$ cat config.mk
export PLATFORM = sky130hd
export DESIGN_NAME = sbr_top
export DESIGN_NICKNAME = d
export VERILOG_FILES = /design/src/logic/sbr_pkg.sv /design/src/logic/sbr_clk_div.sv /design/src/logic/sbr_top.sv
export VERILOG_INCLUDE_DIRS = /design/src /design/src/logic
export SDC_FILE = /design/constraint.sdc
export NUM_CORES = 1
export LEC_CHECK = 0
export BUFFER_PORTS_ARGS = -buffer_cell sky130_fd_sc_hd__buf_2
export CORE_ASPECT_RATIO = 1.5
export CORE_MARGIN = 2
export CORE_UTILIZATION = 36
export CTS_CLUSTER_DIAMETER = 60
export CTS_CLUSTER_SIZE = 14
export DETAILED_ROUTE_END_ITERATION = 16
export PLACE_DENSITY_LB_ADDON = 0.15
export SETUP_SLACK_MARGIN = 0.02
export SYNTH_ARGS = -nofsm -noshare
export SYNTH_HDL_FRONTEND = slang
export SYNTH_SLANG_ARGS = --single-unit
export TNS_END_PERCENT = 100
$ cat constraint.sdc
create_clock -name i_clk_sys -period 9.5 [get_ports i_clk_sys]
set_input_delay 1.9 -clock i_clk_sys [delete_from_list [all_inputs] [get_ports i_clk_sys]]
set_output_delay 1.9 -clock i_clk_sys [all_outputs]
set_load 0.03 [all_outputs]
$ cat src/logic/sbr_cfg.svh
// Register map, field positions and divider limits for the bit-rate and receive-mirror block.
// Assumes it is included by bare name wherever the block's logic needs these figures.
`ifndef SBR_CFG_SVH
`define SBR_CFG_SVH

// Register addresses on the plain register port
`define SBR_ADDR_CTL    16'h7041
`define SBR_ADDR_STS    16'h7042
`define SBR_ADDR_BRR    16'h7044
`define SBR_ADDR_MIRROR 16'h7046
`define SBR_ADDR_RXBUF  16'h7047
`define SBR_ADDR_SHIFT  16'h7049
`define SBR_ADDR_EVT    16'h7050
`define SBR_ADDR_MASK   16'h7051

// Field positions
`define SBR_CTL_IE      0
`define SBR_CTL_MASTER  2
`define SBR_STS_RXC     6
`define SBR_STS_OVR     7
`define SBR_BRR_TOP     7
`define SBR_EVT_RXC     0
`define SBR_EVT_OVR     1

// Reset values
`define SBR_RST_BRR     7'h00
`define SBR_RST_RXBUF   16'h0000

// Divider limits: below the minimum the period is fixed
`define SBR_BRR_MIN     3
`define SBR_SLOW_PER    4

`endif

$ cat src/logic/sbr_pkg.sv
// Types shared by the bit-rate and receive-mirror block.
// Assumes the constants header supplies all addresses and field positions.
package sbr_pkg;

  typedef struct packed {
    logic [15:0] addr;
    logic [15:0] wdata;
    logic        wr;
    logic        rd;
  } sbr_bus_s;

  typedef struct packed {
    logic rise;
    logic fall;
  } sbr_tick_s;

  typedef enum logic [1:0] {
    SBR_IDLE  = 2'h0,
    SBR_SHIFT = 2'h1,
    SBR_TAIL  = 2'h3
  } sbr_state_e;

endpackage

$ cat src/logic/sbr_clk_div.sv
// Serial bit-clock divider: rise and fall enables at the selected bit rate.
// Assumes one system clock; runs only while a master transfer is in SBR_SHIFT or SBR_TAIL.
`include "sbr_cfg.svh"

module sbr_clk_div
  import sbr_pkg::*;
#(
  parameter int DIV_W = 7
) (
  // Clock and reset
  input  wire logic             i_clk_sys,
  input  wire logic             i_rst,
  // Control
  input  wire logic             i_run,
  input  wire logic [DIV_W-1:0] i_div,
  // Enables
  output sbr_tick_s             o_tick
);

  if (DIV_W < 2 || DIV_W > 7) begin : g_bad_width
    $error("sbr_clk_div: DIV_W must lie in 2..7");
  end

  logic [DIV_W:0] per;
  logic [DIV_W:0] lo;
  logic [DIV_W:0] cnt_q;
  logic [DIV_W:0] cnt_d;
  logic           wrap;

  // Small divisors fall back to a fixed period of four
  assign per  = (i_div < DIV_W'(`SBR_BRR_MIN)) ? (DIV_W+1)'(`SBR_SLOW_PER)
                                                : {1'b0, i_div} + (DIV_W+1)'(1);
  // Odd periods keep the clock low one cycle longer than high
  assign lo   = per - (per >> 1);
  assign wrap = cnt_q >= per - (DIV_W+1)'(1);

  assign cnt_d = !i_run ? '0 : (wrap ? '0 : cnt_q + (DIV_W+1)'(1));
  assign o_tick.rise = i_run && (cnt_q == lo - (DIV_W+1)'(1));
  assign o_tick.fall = i_run && wrap;

  always_ff @(posedge i_clk_sys) begin
    if (i_rst) begin
      cnt_q <= '0;
    end else begin
      cnt_q <= cnt_d;
    end
  end

  logic [DIV_W:0] gap_q;
  logic           seen_q;
  logic [DIV_W:0] per_q;

  always_ff @(posedge i_clk_sys) begin
    if (i_rst) begin
      gap_q  <= '0;
      seen_q <= 1'b0;
      per_q  <= '0;
    end else begin
      per_q  <= per;
      gap_q  <= o_tick.rise ? (DIV_W+1)'(1) : gap_q + (DIV_W+1)'(1);
      seen_q <= i_run && (per == per_q) && (seen_q || o_tick.rise);
    end
  end

  a_div_rise_gap: assert property (@(posedge i_clk_sys) disable iff (i_rst)
    (o_tick.rise && seen_q && per == per_q) |-> (gap_q == per))
    else $error("bit clock period differs from divisor");

  a_div_min_four: assert property (@(posedge i_clk_sys) disable iff (i_rst)
    o_tick.rise |=> !o_tick.rise [*3])
    else $error("bit clock faster than a quarter of system clock");

endmodule

$ cat src/logic/sbr_top.sv
// Bit-rate divider, receive shifter and side-effect-free receive mirror.
// Assumes a plain register port and serial pins synchronous to i_clk_sys.
//
// The address-and-strobe port was chosen for this implementation.
`include "sbr_cfg.svh"

module sbr_top
  import sbr_pkg::*;
#(
  parameter int CHAR_BITS = 8,
  parameter int DIV_W     = 7
) (
  // Clock and reset
  input  wire logic        i_clk_sys,
  input  wire logic        i_rst,
  // Register port
  input  sbr_bus_s         i_bus,
  output logic [15:0]      o_rdata,
  // Serial clock pin
  input  wire logic        i_sclk,
  output logic             o_sclk,
  output logic             o_sclk_oe,
  // Serial data pins
  input  wire logic        i_sdi,
  output logic             o_sdo,
  // Interrupt
  output logic             o_irq
);

  if (CHAR_BITS < 2 || CHAR_BITS > 16) begin : g_bad_char
    $error("sbr_top: CHAR_BITS must lie in 2..16");
  end

  localparam int CW = $clog2(CHAR_BITS);

  // Address decode
  wire hit_ctl    = i_bus.addr == `SBR_ADDR_CTL;
  wire hit_sts    = i_bus.addr == `SBR_ADDR_STS;
  wire hit_brr    = i_bus.addr == `SBR_ADDR_BRR;
  wire hit_mirror = i_bus.addr == `SBR_ADDR_MIRROR;
  wire hit_rxbuf  = i_bus.addr == `SBR_ADDR_RXBUF;
  wire hit_shift  = i_bus.addr == `SBR_ADDR_SHIFT;
  wire hit_evt    = i_bus.addr == `SBR_ADDR_EVT;
  wire hit_mask   = i_bus.addr == `SBR_ADDR_MASK;

  wire wr_ctl    = i_bus.wr && hit_ctl;
  wire wr_sts    = i_bus.wr && hit_sts;
  wire wr_brr    = i_bus.wr && hit_brr;
  wire wr_shift  = i_bus.wr && hit_shift;
  wire wr_evt    = i_bus.wr && hit_evt;
  wire wr_mask   = i_bus.wr && hit_mask;
  wire rd_rxbuf  = i_bus.rd && hit_rxbuf;
  wire rd_mirror = i_bus.rd && hit_mirror;

  // State
  logic                 ie_q;
  logic                 master_q;
  logic [DIV_W-1:0]     brr_q;
  logic [15:0]          rxbuf_q;
  logic                 rx_flag_q;
  logic                 ovr_q;
  logic [CHAR_BITS-1:0] shift_q;
  logic [CHAR_BITS-1:0] shift_d;
  logic [CW-1:0]        bitcnt_q;
  logic [CW-1:0]        bitcnt_d;
  sbr_state_e           state_q;
  sbr_state_e           state_d;
  logic                 sclk_in_q;
  logic                 sclk_q;
  logic                 sclk_oe_q;
  logic                 sdo_q;
  logic [1:0]           evt_q;
  logic [1:0]           mask_q;
  logic [15:0]          rdata_q;
  logic [15:0]          rdata_d;
  logic                 irq_q;
  sbr_tick_s            tick;

  sbr_clk_div #(
    .DIV_W (DIV_W)
  ) u_div (
    .i_clk_sys (i_clk_sys),
    .i_rst     (i_rst),
    .i_run     (master_q && state_q != SBR_IDLE),
    .i_div     (brr_q),
    .o_tick    (tick)
  );

  // Bit strobes: divider in master mode, pin edge in slave mode
  // Pin edge detect needs the far clock at a quarter of ours or below
  wire slave_rise  = !master_q && i_sclk && !sclk_in_q;
  wire master_rise = master_q && state_q == SBR_SHIFT && tick.rise;
  wire bit_rise    = master_rise || slave_rise;
  wire last_bit    = bitcnt_q == CW'(CHAR_BITS - 1);
  wire rx_done     = bit_rise && last_bit;

  wire [CHAR_BITS-1:0] shift_next = {shift_q[CHAR_BITS-2:0], i_sdi};

  // A new character over an unread one is an overrun
  wire ovr_set  = rx_done && rx_flag_q && !rd_rxbuf;
  wire sts_wr1c = wr_sts && i_bus.wdata[`SBR_STS_OVR];

  // Transfer sequencing
  // A write while a master transfer runs is dropped
  wire load_ok = wr_shift && state_q == SBR_IDLE;

  always_comb begin
    state_d  = state_q;
    shift_d  = shift_q;
    bitcnt_d = bitcnt_q;
    if (load_ok) begin
      shift_d  = i_bus.wdata[15 -: CHAR_BITS];
      bitcnt_d = '0;
    end else if (bit_rise) begin
      shift_d  = shift_next;
      bitcnt_d = last_bit ? '0 : bitcnt_q + CW'(1);
    end
    case (state_q)
      SBR_IDLE: begin
        if (load_ok && master_q) begin
          state_d = SBR_SHIFT;
        end
      end
      SBR_SHIFT: begin
        if (rx_done) begin
          state_d = SBR_TAIL;
        end
      end
      SBR_TAIL: begin
        if (tick.fall) begin
          state_d = SBR_IDLE;
        end
      end
      default: begin
        state_d = SBR_IDLE;
      end
    endcase
  end

  // Read mux; unmapped and write-only addresses read zero
  always_comb begin
    rdata_d = 16'h0000;
    if (!i_bus.rd) begin
      rdata_d = 16'h0000;
    end else if (hit_ctl) begin
      rdata_d[`SBR_CTL_IE]     = ie_q;
      rdata_d[`SBR_CTL_MASTER] = master_q;
    end else if (hit_sts) begin
      rdata_d[`SBR_STS_RXC] = rx_flag_q;
      rdata_d[`SBR_STS_OVR] = ovr_q;
    end else if (hit_brr) begin
      rdata_d[DIV_W-1:0] = brr_q;
    end else if (hit_mirror || hit_rxbuf) begin
      rdata_d = rxbuf_q;
    end else if (hit_evt) begin
      rdata_d[1:0] = evt_q;
    end else if (hit_mask) begin
      rdata_d[1:0] = mask_q;
    end
  end

  // Control and divider registers
  always_ff @(posedge i_clk_sys) begin
    if (i_rst) begin
      ie_q     <= 1'b0;
      master_q <= 1'b0;
      brr_q    <= `SBR_RST_BRR;
      mask_q   <= 2'h0;
    end else begin
      if (wr_ctl && state_q == SBR_IDLE) begin
        ie_q     <= i_bus.wdata[`SBR_CTL_IE];
        master_q <= i_bus.wdata[`SBR_CTL_MASTER];
      end else if (wr_ctl) begin
        ie_q <= i_bus.wdata[`SBR_CTL_IE];
      end
      if (wr_brr) begin
        brr_q <= i_bus.wdata[DIV_W-1:0];
      end
      if (wr_mask) begin
        mask_q <= i_bus.wdata[1:0];
      end
    end
  end

  // Shifter and sequencer
  always_ff @(posedge i_clk_sys) begin
    if (i_rst) begin
      state_q   <= SBR_IDLE;
      shift_q   <= '0;
      bitcnt_q  <= '0;
      sclk_in_q <= 1'b0;
    end else begin
      state_q   <= state_d;
      shift_q   <= shift_d;
      bitcnt_q  <= bitcnt_d;
      sclk_in_q <= i_sclk;
    end
  end

  // Receive buffer and flags; a set in the same cycle beats a clear
  always_ff @(posedge i_clk_sys) begin
    if (i_rst) begin
      rxbuf_q   <= `SBR_RST_RXBUF;
      rx_flag_q <= 1'b0;
      ovr_q     <= 1'b0;
    end else begin
      if (rx_done) begin
        rxbuf_q   <= 16'(shift_next);
        rx_flag_q <= 1'b1;
      end else if (rd_rxbuf) begin
        rx_flag_q <= 1'b0;
      end
      if (ovr_set) begin
        ovr_q <= 1'b1;
      end else if (sts_wr1c) begin
        ovr_q <= 1'b0;
      end
    end
  end

  // Event status, write one to clear, set wins
  always_ff @(posedge i_clk_sys) begin
    if (i_rst) begin
      evt_q <= 2'h0;
    end else begin
      evt_q[`SBR_EVT_RXC] <= rx_done ||
                             (evt_q[`SBR_EVT_RXC] && !(wr_evt && i_bus.wdata[`SBR_EVT_RXC]));
      evt_q[`SBR_EVT_OVR] <= ovr_set ||
                             (evt_q[`SBR_EVT_OVR] && !(wr_evt && i_bus.wdata[`SBR_EVT_OVR]));
    end
  end

  // Pin and port outputs, all registered
  always_ff @(posedge i_clk_sys) begin
    if (i_rst) begin
      sclk_q    <= 1'b0;
      sclk_oe_q <= 1'b0;
      sdo_q     <= 1'b0;
      rdata_q   <= 16'h0000;
      irq_q     <= 1'b0;
    end else begin
      if (master_rise) begin
        sclk_q <= 1'b1;
      end else if (tick.fall || !master_q) begin
        sclk_q <= 1'b0;
      end
      sclk_oe_q <= master_q;
      sdo_q     <= shift_d[CHAR_BITS-1];
      rdata_q   <= rdata_d;
      irq_q     <= (rx_flag_q && ie_q) || |(evt_q & mask_q);
    end
  end

  assign o_sclk    = sclk_q;
  assign o_sclk_oe = sclk_oe_q;
  assign o_sdo     = sdo_q;
  assign o_rdata   = rdata_q;
  assign o_irq     = irq_q;

  a_brr_top_zero: assert property (@(posedge i_clk_sys) disable iff (i_rst)
    (i_bus.rd && hit_brr) |=> (o_rdata[`SBR_BRR_TOP] == 1'b0 && o_rdata[15:8] == 8'h00))
    else $error("divider top bit read back non-zero");

  a_brr_field_store: assert property (@(posedge i_clk_sys) disable iff (i_rst)
    wr_brr ##1 (i_bus.rd && hit_brr && !wr_brr) |=> (o_rdata[DIV_W-1:0] == $past(brr_q)))
    else $error("divisor field did not read back");

  a_bit_per_rise: assert property (@(posedge i_clk_sys) disable iff (i_rst)
    (bit_rise && !load_ok && !last_bit) |=> (bitcnt_q == $past(bitcnt_q) + CW'(1)))
    else $error("bit count did not advance by one");

  a_master_pin: assert property (@(posedge i_clk_sys) disable iff (i_rst)
    master_rise |=> (o_sclk && o_sclk_oe))
    else $error("master clock not driven out");

  a_slave_quiet: assert property (@(posedge i_clk_sys) disable iff (i_rst)
    !master_q |=> (!o_sclk_oe && !o_sclk))
    else $error("slave drove the clock pin");

  a_done_sets_flag: assert property (@(posedge i_clk_sys) disable iff (i_rst)
    rx_done |=> (rx_flag_q && rxbuf_q == 16'($past(shift_next))))
    else $error("character and flag not set together");

  a_buf_read_clear: assert property (@(posedge i_clk_sys) disable iff (i_rst)
    (rd_rxbuf && !rx_done) |=> (!rx_flag_q && o_rdata == $past(rxbuf_q)))
    else $error("buffer read did not clear flag");

  a_mirror_keeps: assert property (@(posedge i_clk_sys) disable iff (i_rst)
    (rd_mirror && !rx_done && !ovr_set && !sts_wr1c)
      |=> (rx_flag_q == $past(rx_flag_q) && ovr_q == $past(ovr_q) && o_rdata == $past(rxbuf_q)))
    else $error("mirror read disturbed state");

  a_mirror_alias: assert property (@(posedge i_clk_sys) disable iff (i_rst)
    (rd_mirror ##1 (i_bus.rd && hit_rxbuf)) |=> (o_rdata == $past(o_rdata) || $past(rx_done, 2) || $past(rx_done)))
    else $error("mirror and buffer disagree");

  a_irq_request: assert property (@(posedge i_clk_sys) disable iff (i_rst)
    (rx_flag_q && ie_q) |=> o_irq)
    else $error("enabled flag did not request interrupt");

  a_mirror_no_shift: assert property (@(posedge i_clk_sys) disable iff (i_rst)
    (rd_mirror && !bit_rise && !load_ok) |=> (shift_q == $past(shift_q) && evt_q == $past(evt_q)))
    else $error("mirror read changed buffers");

endmodule

== Word level (Yosys, flattened, before mapping) ==
Index checks and enable logic that the tools add are counted.
Widths: inputs -> output; s select.

* Add/sub/neg operators: 6
* Magnitude comparators: 2
* Equality and inequality tests: 15
* Mux-type cells: 26
* Bitwise operators: 3
* Reduce and logical (&&, ||, !) cells: 51

{| class="wikitable"
|+ Operators with widths
! operator !! count
|-
| $eq 16x15->1 const B || 8
|-
| $logic_and 1x1->1 || 26
|-
| $mux 8 || 3
|-
| $sub 8x1->8 const B || 2
|-
| $mux 2 || 7
|-
| $reduce_bool 2->1 || 6
|-
| $mux 1 || 11
|-
| $add 7x1->8 const B || 1
|-
| $add 8x1->8 const B || 1
|-
| $eq 8x8->1 || 1
|-
| $ge 8x8->1 || 1
|-
| $sub 8x7->8 || 1
|-
| $lt 7x2->1 const B || 1
|-
| $mux 7 || 1
|-
| $logic_or 1x1->1 || 6
|-
| $mux 3 || 2
|-
| $mux 6 || 1
|-
| $pmux 2 s3 || 1
|-
| $reduce_or 2->1 || 3
|-
| $reduce_or 3->1 || 2
|-
| $logic_not 1->1 || 5
|-
| $ne 2x2->1 const B || 2
|-
| $reduce_or 4->1 || 1
|-
| $add 3x1->3 const B || 1
|-
| 8 further kinds || 9
|}

* Register bits: 56
* Logic and storage cells: 123

== Logic depth before layout (Yosys ltp) ==
* Depth in word-level cells: 12
* Mapped depth: 16
* Mapped depth without buffers: 14

== Cells and area by module ==
From an unflattened synthesis, not the netlist that was laid out.

* Cell total of the unflattened synthesis: 434
* Area, all modules: 3711.1 µm²

{| class="wikitable"
|+ By module, submodules not included
! module !! times used !! cells an instance !! area each (µm²)
|-
| sbr_top || 1 || 274 || 2371.0
|-
| sbr_clk_div || 1 || 160 || 1340.0
|}

== Worst setup path after synthesis ==
No wires, ideal clock.

* Kind: input -> register
* Start: in i_bus[27] (netlist name)
* End: reg brr_q[0]
* Setup time: 70 ps
* Arrival time: 3817 ps
* Required time: 9430 ps
* Slack: 5612 ps
* Stages on the path: 8
* Cells stage by stage: nor4_1 -> nand4_1 -> or4b_2 -> nor3_2 -> and2_0 -> clkbuf_1 -> nand2_1 -> a21oi_1

* Word-level cells in the longest chain between the ends: 2

{| class="wikitable"
|+ Ends and longest elaborated chain
! element !! line !! source
|-
| start: declaration || sbr_top.sv:17 || <nowiki>input sbr_bus_s i_bus,</nowiki>
|-
| $eq 16x15->1 (no line) || -- ||
|-
| $logic_and 1x1->1 || sbr_top.sv:48 || <nowiki>wire wr_brr = i_bus.wr && hit_brr;</nowiki>
|-
| end signal: assignment || sbr_top.sv:167 || <nowiki>brr_q <= `SBR_RST_BRR;</nowiki>
|-
| end signal: assignment || sbr_top.sv:177 || <nowiki>brr_q <= i_bus.wdata[DIV_W-1:0];</nowiki>
|-
| end: declaration || sbr_top.sv:58 || <nowiki>logic [DIV_W-1:0] brr_q;</nowiki>
|}

Every way passes these cells.
A chain may end at the register's enable or synchronous reset.

== Worst setup path in the final report ==
* Start: reg brr_q[0]
* End: reg state_q[1]

* Word-level cells in the longest chain between the ends: 11

{| class="wikitable"
|+ Ends and longest elaborated chain
! element !! line !! source
|-
| $add 7x1->8 or $lt 7x2->1 (tied branches) || sbr_clk_div.sv:32, sbr_clk_div.sv:31 ||
|-
| $mux 8 * || sbr_clk_div.sv:31 || <nowiki>assign per = (i_div < DIV_W'(`SBR_BRR_MIN)) ? (DIV_W+1)'(`SBR_SLOW_PER)</nowiki>
|-
| $sub 8x7->8 || sbr_clk_div.sv:34 || <nowiki>assign lo = per - (per >> 1);</nowiki>
|-
| $sub 8x1->8 || sbr_clk_div.sv:38 || <nowiki>assign o_tick.rise = i_run && (cnt_q == lo - (DIV_W+1)'(1));</nowiki>
|-
| $eq 8x8->1 || sbr_clk_div.sv:38 ||
|-
| $logic_and 1x1->1 || sbr_clk_div.sv:38 ||
|-
| $logic_and 1x1->1 || sbr_top.sv:92 || <nowiki>wire master_rise = master_q && state_q == SBR_SHIFT && tick.rise;</nowiki>
|-
| $logic_or 1x1->1 || sbr_top.sv:93 || <nowiki>wire bit_rise = master_rise || slave_rise;</nowiki>
|-
| $logic_and 1x1->1 || sbr_top.sv:95 || <nowiki>wire rx_done = bit_rise && last_bit;</nowiki>
|-
| $ne 2x2->1 (no line) || -- ||
|-
| $reduce_and 3->1 (no line) * || -- ||
|-
| end signal: assignment || sbr_top.sv:193 || <nowiki>state_q <= state_d;</nowiki>
|-
| end: declaration || sbr_top.sv:66 || <nowiki>sbr_state_e state_q;</nowiki>
|}

Mark *: on every way between the ends. The rest lies on a longest branch, timed or not.

==> results.tsv <==
metric	value	unit
io_pins	58	
r2r-end	state_q[1]	
yosys.area.top_type	dfxtp_1	
hold_buffers	0	
antenna_found_initial	0	
synth_top_area_share	31.5	%
seq_area_frac_synth	31.5	%
crit_fanout	10	
placedCellCount	572	
cp_num_cells	14	
post_synth_inst_count	422	
route.detailed.drc	0	
avgSynthCellArea	8.42	um^2
place.port_buffers	49	
synth_edf_count	0	
vias_per_cell	5.38	
vias	3123	
post-cts-setup-buffer-count	0	
p_comb_share	6.2	%
critPathTopFamily	compound AO/OA/AOI/OAI gates	
multiInputGateArea	2250	um^2
grt.overflow.total	0	
register_area	1120	um^2
synth_warnings	0	
synth_common_cells	dfxtp_1, nand2_1, nor2_1	
fin_skew	0.00955	ns
period_share	43.9	%
dp_slack	5.14	ns
worst_pin_slew	1.04	ns
synth_area	3550	um^2
drv_slew	0	
clockRootBuffer	clkbuf_16	
stdcell_count	580	
clk_pin_slew	0.08	ns
reg2reg_depth	14	
synthTopCellsByArea	dfxtp_1, ha_1, nand3_1, nand2_1, a21oi_1	
ys_ff_latch	56	
peakVddDrop	0.0660	mV
clk_latency	0.30	ns
cp.arrival	4.37	ns
drive_gt1_share	17.0	%
status	finished, final reports clean	
grt_pass1_vias	2979	
hp-class	reg2reg	
path_buf_inv	1	
cts_inserted_buffers	5	
async_reset_ff_share	0	%
gp_congestion	0.852	
fillers	972	
hold_depth	2	
setup_viol	0	
fin_ws	5.33	ns
drt_iter0_drc	155	
wl_per_cell	15.2	um
grt_pass1_wl	14.3	mm
die_h	126	um
finalCriticalPeriod	4.17	ns
crit_type	reg2reg	
r2r_start	brr_q[0]	
area_delta_synth_final	12.5	%
rows	44	
initial_utilization	36.9	%
grt_max_degree	51	
grt.total_usage	16.5	%
dieWidth	85.1	um
wl	8.81	mm
cts_repair_resize_count	0	
ys_types	57	
internal-power	0.345	mW
endpoint_kind	flop	
die-area	10700	um^2
h-tree-depth	2	
core-area	9630	um^2
cts_buffer_depth	2	
worstHoldStart	evt_q[0]	
leakage	1.62	nW
crit_path_end	state_q[1]	
ant_nets	0	
synth.most_common_cell	dfxtp_1	
hold_viol_final	0	
cts_tree	yes	
critPathSlowestCell	dfxtp_1	
p_per_area	114	nW/um^2
p_sw	0.111	mW
path_common_cell	ha_1	
synth_flop_cell	dfxtp_1	
p_seq_share	52.0	%
crit_chain	ha_1 -> xor2_1 -> nor2_1 -> ha_1 -> inv_1 -> ha_1 -> nor2_1 -> mux2_1 -> mux2i_1 -> nand4_1 -> a2111oi_4 -> o2111a_1 -> o21ai_4 -> a2111oi_4	
num-nets-final	527	
num_antenna_cells	0	
crit_start	brr_q[0]	
max_cap_violations	0	
power_frac_clock	41.8	%
fin_setup_tns	0	ns
ff2ff_setup_slack	5.33	ns
dp_hpwl	6.94	mm
cp.required	9.70	ns
clock_sinks	56	
firstDrtPassIters	4	
fmaxAchievable	240	MHz
rsz0062_at_grt	no	
swShare	24.4	%
cp-start-kind	flop	
slew_headroom	30.4	%
max_stage_delay	0.48	ns
tightest hold or removal path, delay by kind of cell (launching register included):
family,cells,cell delay [ns]
compound gates,1,0.05
flops,1,0.33
simple gates,1,0.05
power by group through the flow:
stage / Combinational [mW] / Sequential (mW) / Clock [mW]
2_1_floorplan: 0.0187 / 0.243 / 0
3_3_place_gp: 0.0283 / 0.243 / 0
3_5_place_dp: 0.0285 / 0.243 / 0
4_1_cts: 0.0286 / 0.237 / 0.194
5_1_grt: 0.0313 / 0.237 / 0.203
6_report: 0.0282 / 0.237 / 0.191
registers in the layout, indices dropped and copies added, names as in the netlist:
name / count
o_rdata: 8
rxbuf_q: 8
shift_q: 8
u_div.cnt_q: 8
brr_q: 7
bitcnt_q: 3
evt_q: 2
mask_q: 2
state_q: 2
ie_q: 1
master_q: 1
o_irq: 1
o_sclk: 1
o_sclk_oe: 1
ovr_q: 1
rx_flag_q: 1
sclk_in_q: 1
final cells by class:
class | instances | share of cell area (%)
clock buffers | 5 | 3.13
clock inverters | 3 | 0.532
inverters | 22 | 2.13
multi-input cells | 329 | 56.3
flip-flops and latches | 56 | 28.0
well taps | 115 | 3.60
repair buffers | 50 | 6.32
worst min path at each step:
stage / to / slack [ns]
floorplan: mask_q[1] / 0.44
global placement: evt_q[0] / 0.46
detailed placement: evt_q[0] / 0.47
CTS: evt_q[0] / 0.48
global route: mask_q[0] / 0.50
finish: evt_q[0] / 0.47
cells by family (layout without fill, tap and decap cells):
| logic type | Yosys count | count (layout) | share of synthesized area, % |
|---|---|---|---|
| multiplexers | 11 | 11 | 3.13 |
| buffers and inverters | 44 | 80 | 6.02 |
| adder cells (fa/ha/maj) | 25 | 25 | 8.80 |
| flip-flops | 56 | 56 | 31.5 |
| XOR/XNOR | 25 | 25 | 6.90 |
| AO/OA/AOI/OAI | 86 | 86 | 18.6 |
| AND/OR/NAND/NOR | 174 | 174 | 24.9 |
| other | 1 | 8 | 0.105 |
through the flow:
step	hold WS, ns	power [mW]	area, um^2	utilization [%]
2_1_floorplan	0.444	0.261	3580	-
5_1_grt	0.499	0.471	4000	41.5
3_5_place_dp	0.466	0.271	3850	40.0
3_3_place_gp	0.461	0.271	3850	40.0
6_report	0.475	0.456	4000	41.5
4_1_cts	0.476	0.460	4000	41.5
routing by layer:
layer / vias to the layer above / share of wire, % / global-route usage, %
met1: 1474 / 41 / 19.5
met3: 11 / 3.9 / 2.23
li1: 1565 / - / -
met2: 73 / 53 / 30.1
met5: - / 0 / 0
met4: 0 / 1.7 / 5.88
cells in the final DEF, fill, tap and decap left out, drive strengths merged, types with 3 or more instances in the layout:
cell type and instances:
nand2 41, xnor2 14, nand4 3, nor4 5
nand3 31, inv 23, a211oi 3, mux2i 10
conb 8, nand2b 19, ha 25, o21ai 7
o31ai 5, a22oi 5, nor2 34, buf 50
a211o 3, a21o 4, or3 3, clkbuf 5
or2 6, and3 6, nand3b 9, dfxtp 56
a222oi 3, a2111oi 4, nor3 10, xor2 11
o211ai 10, a21oi 29
(Power assumes the default switching activity.)
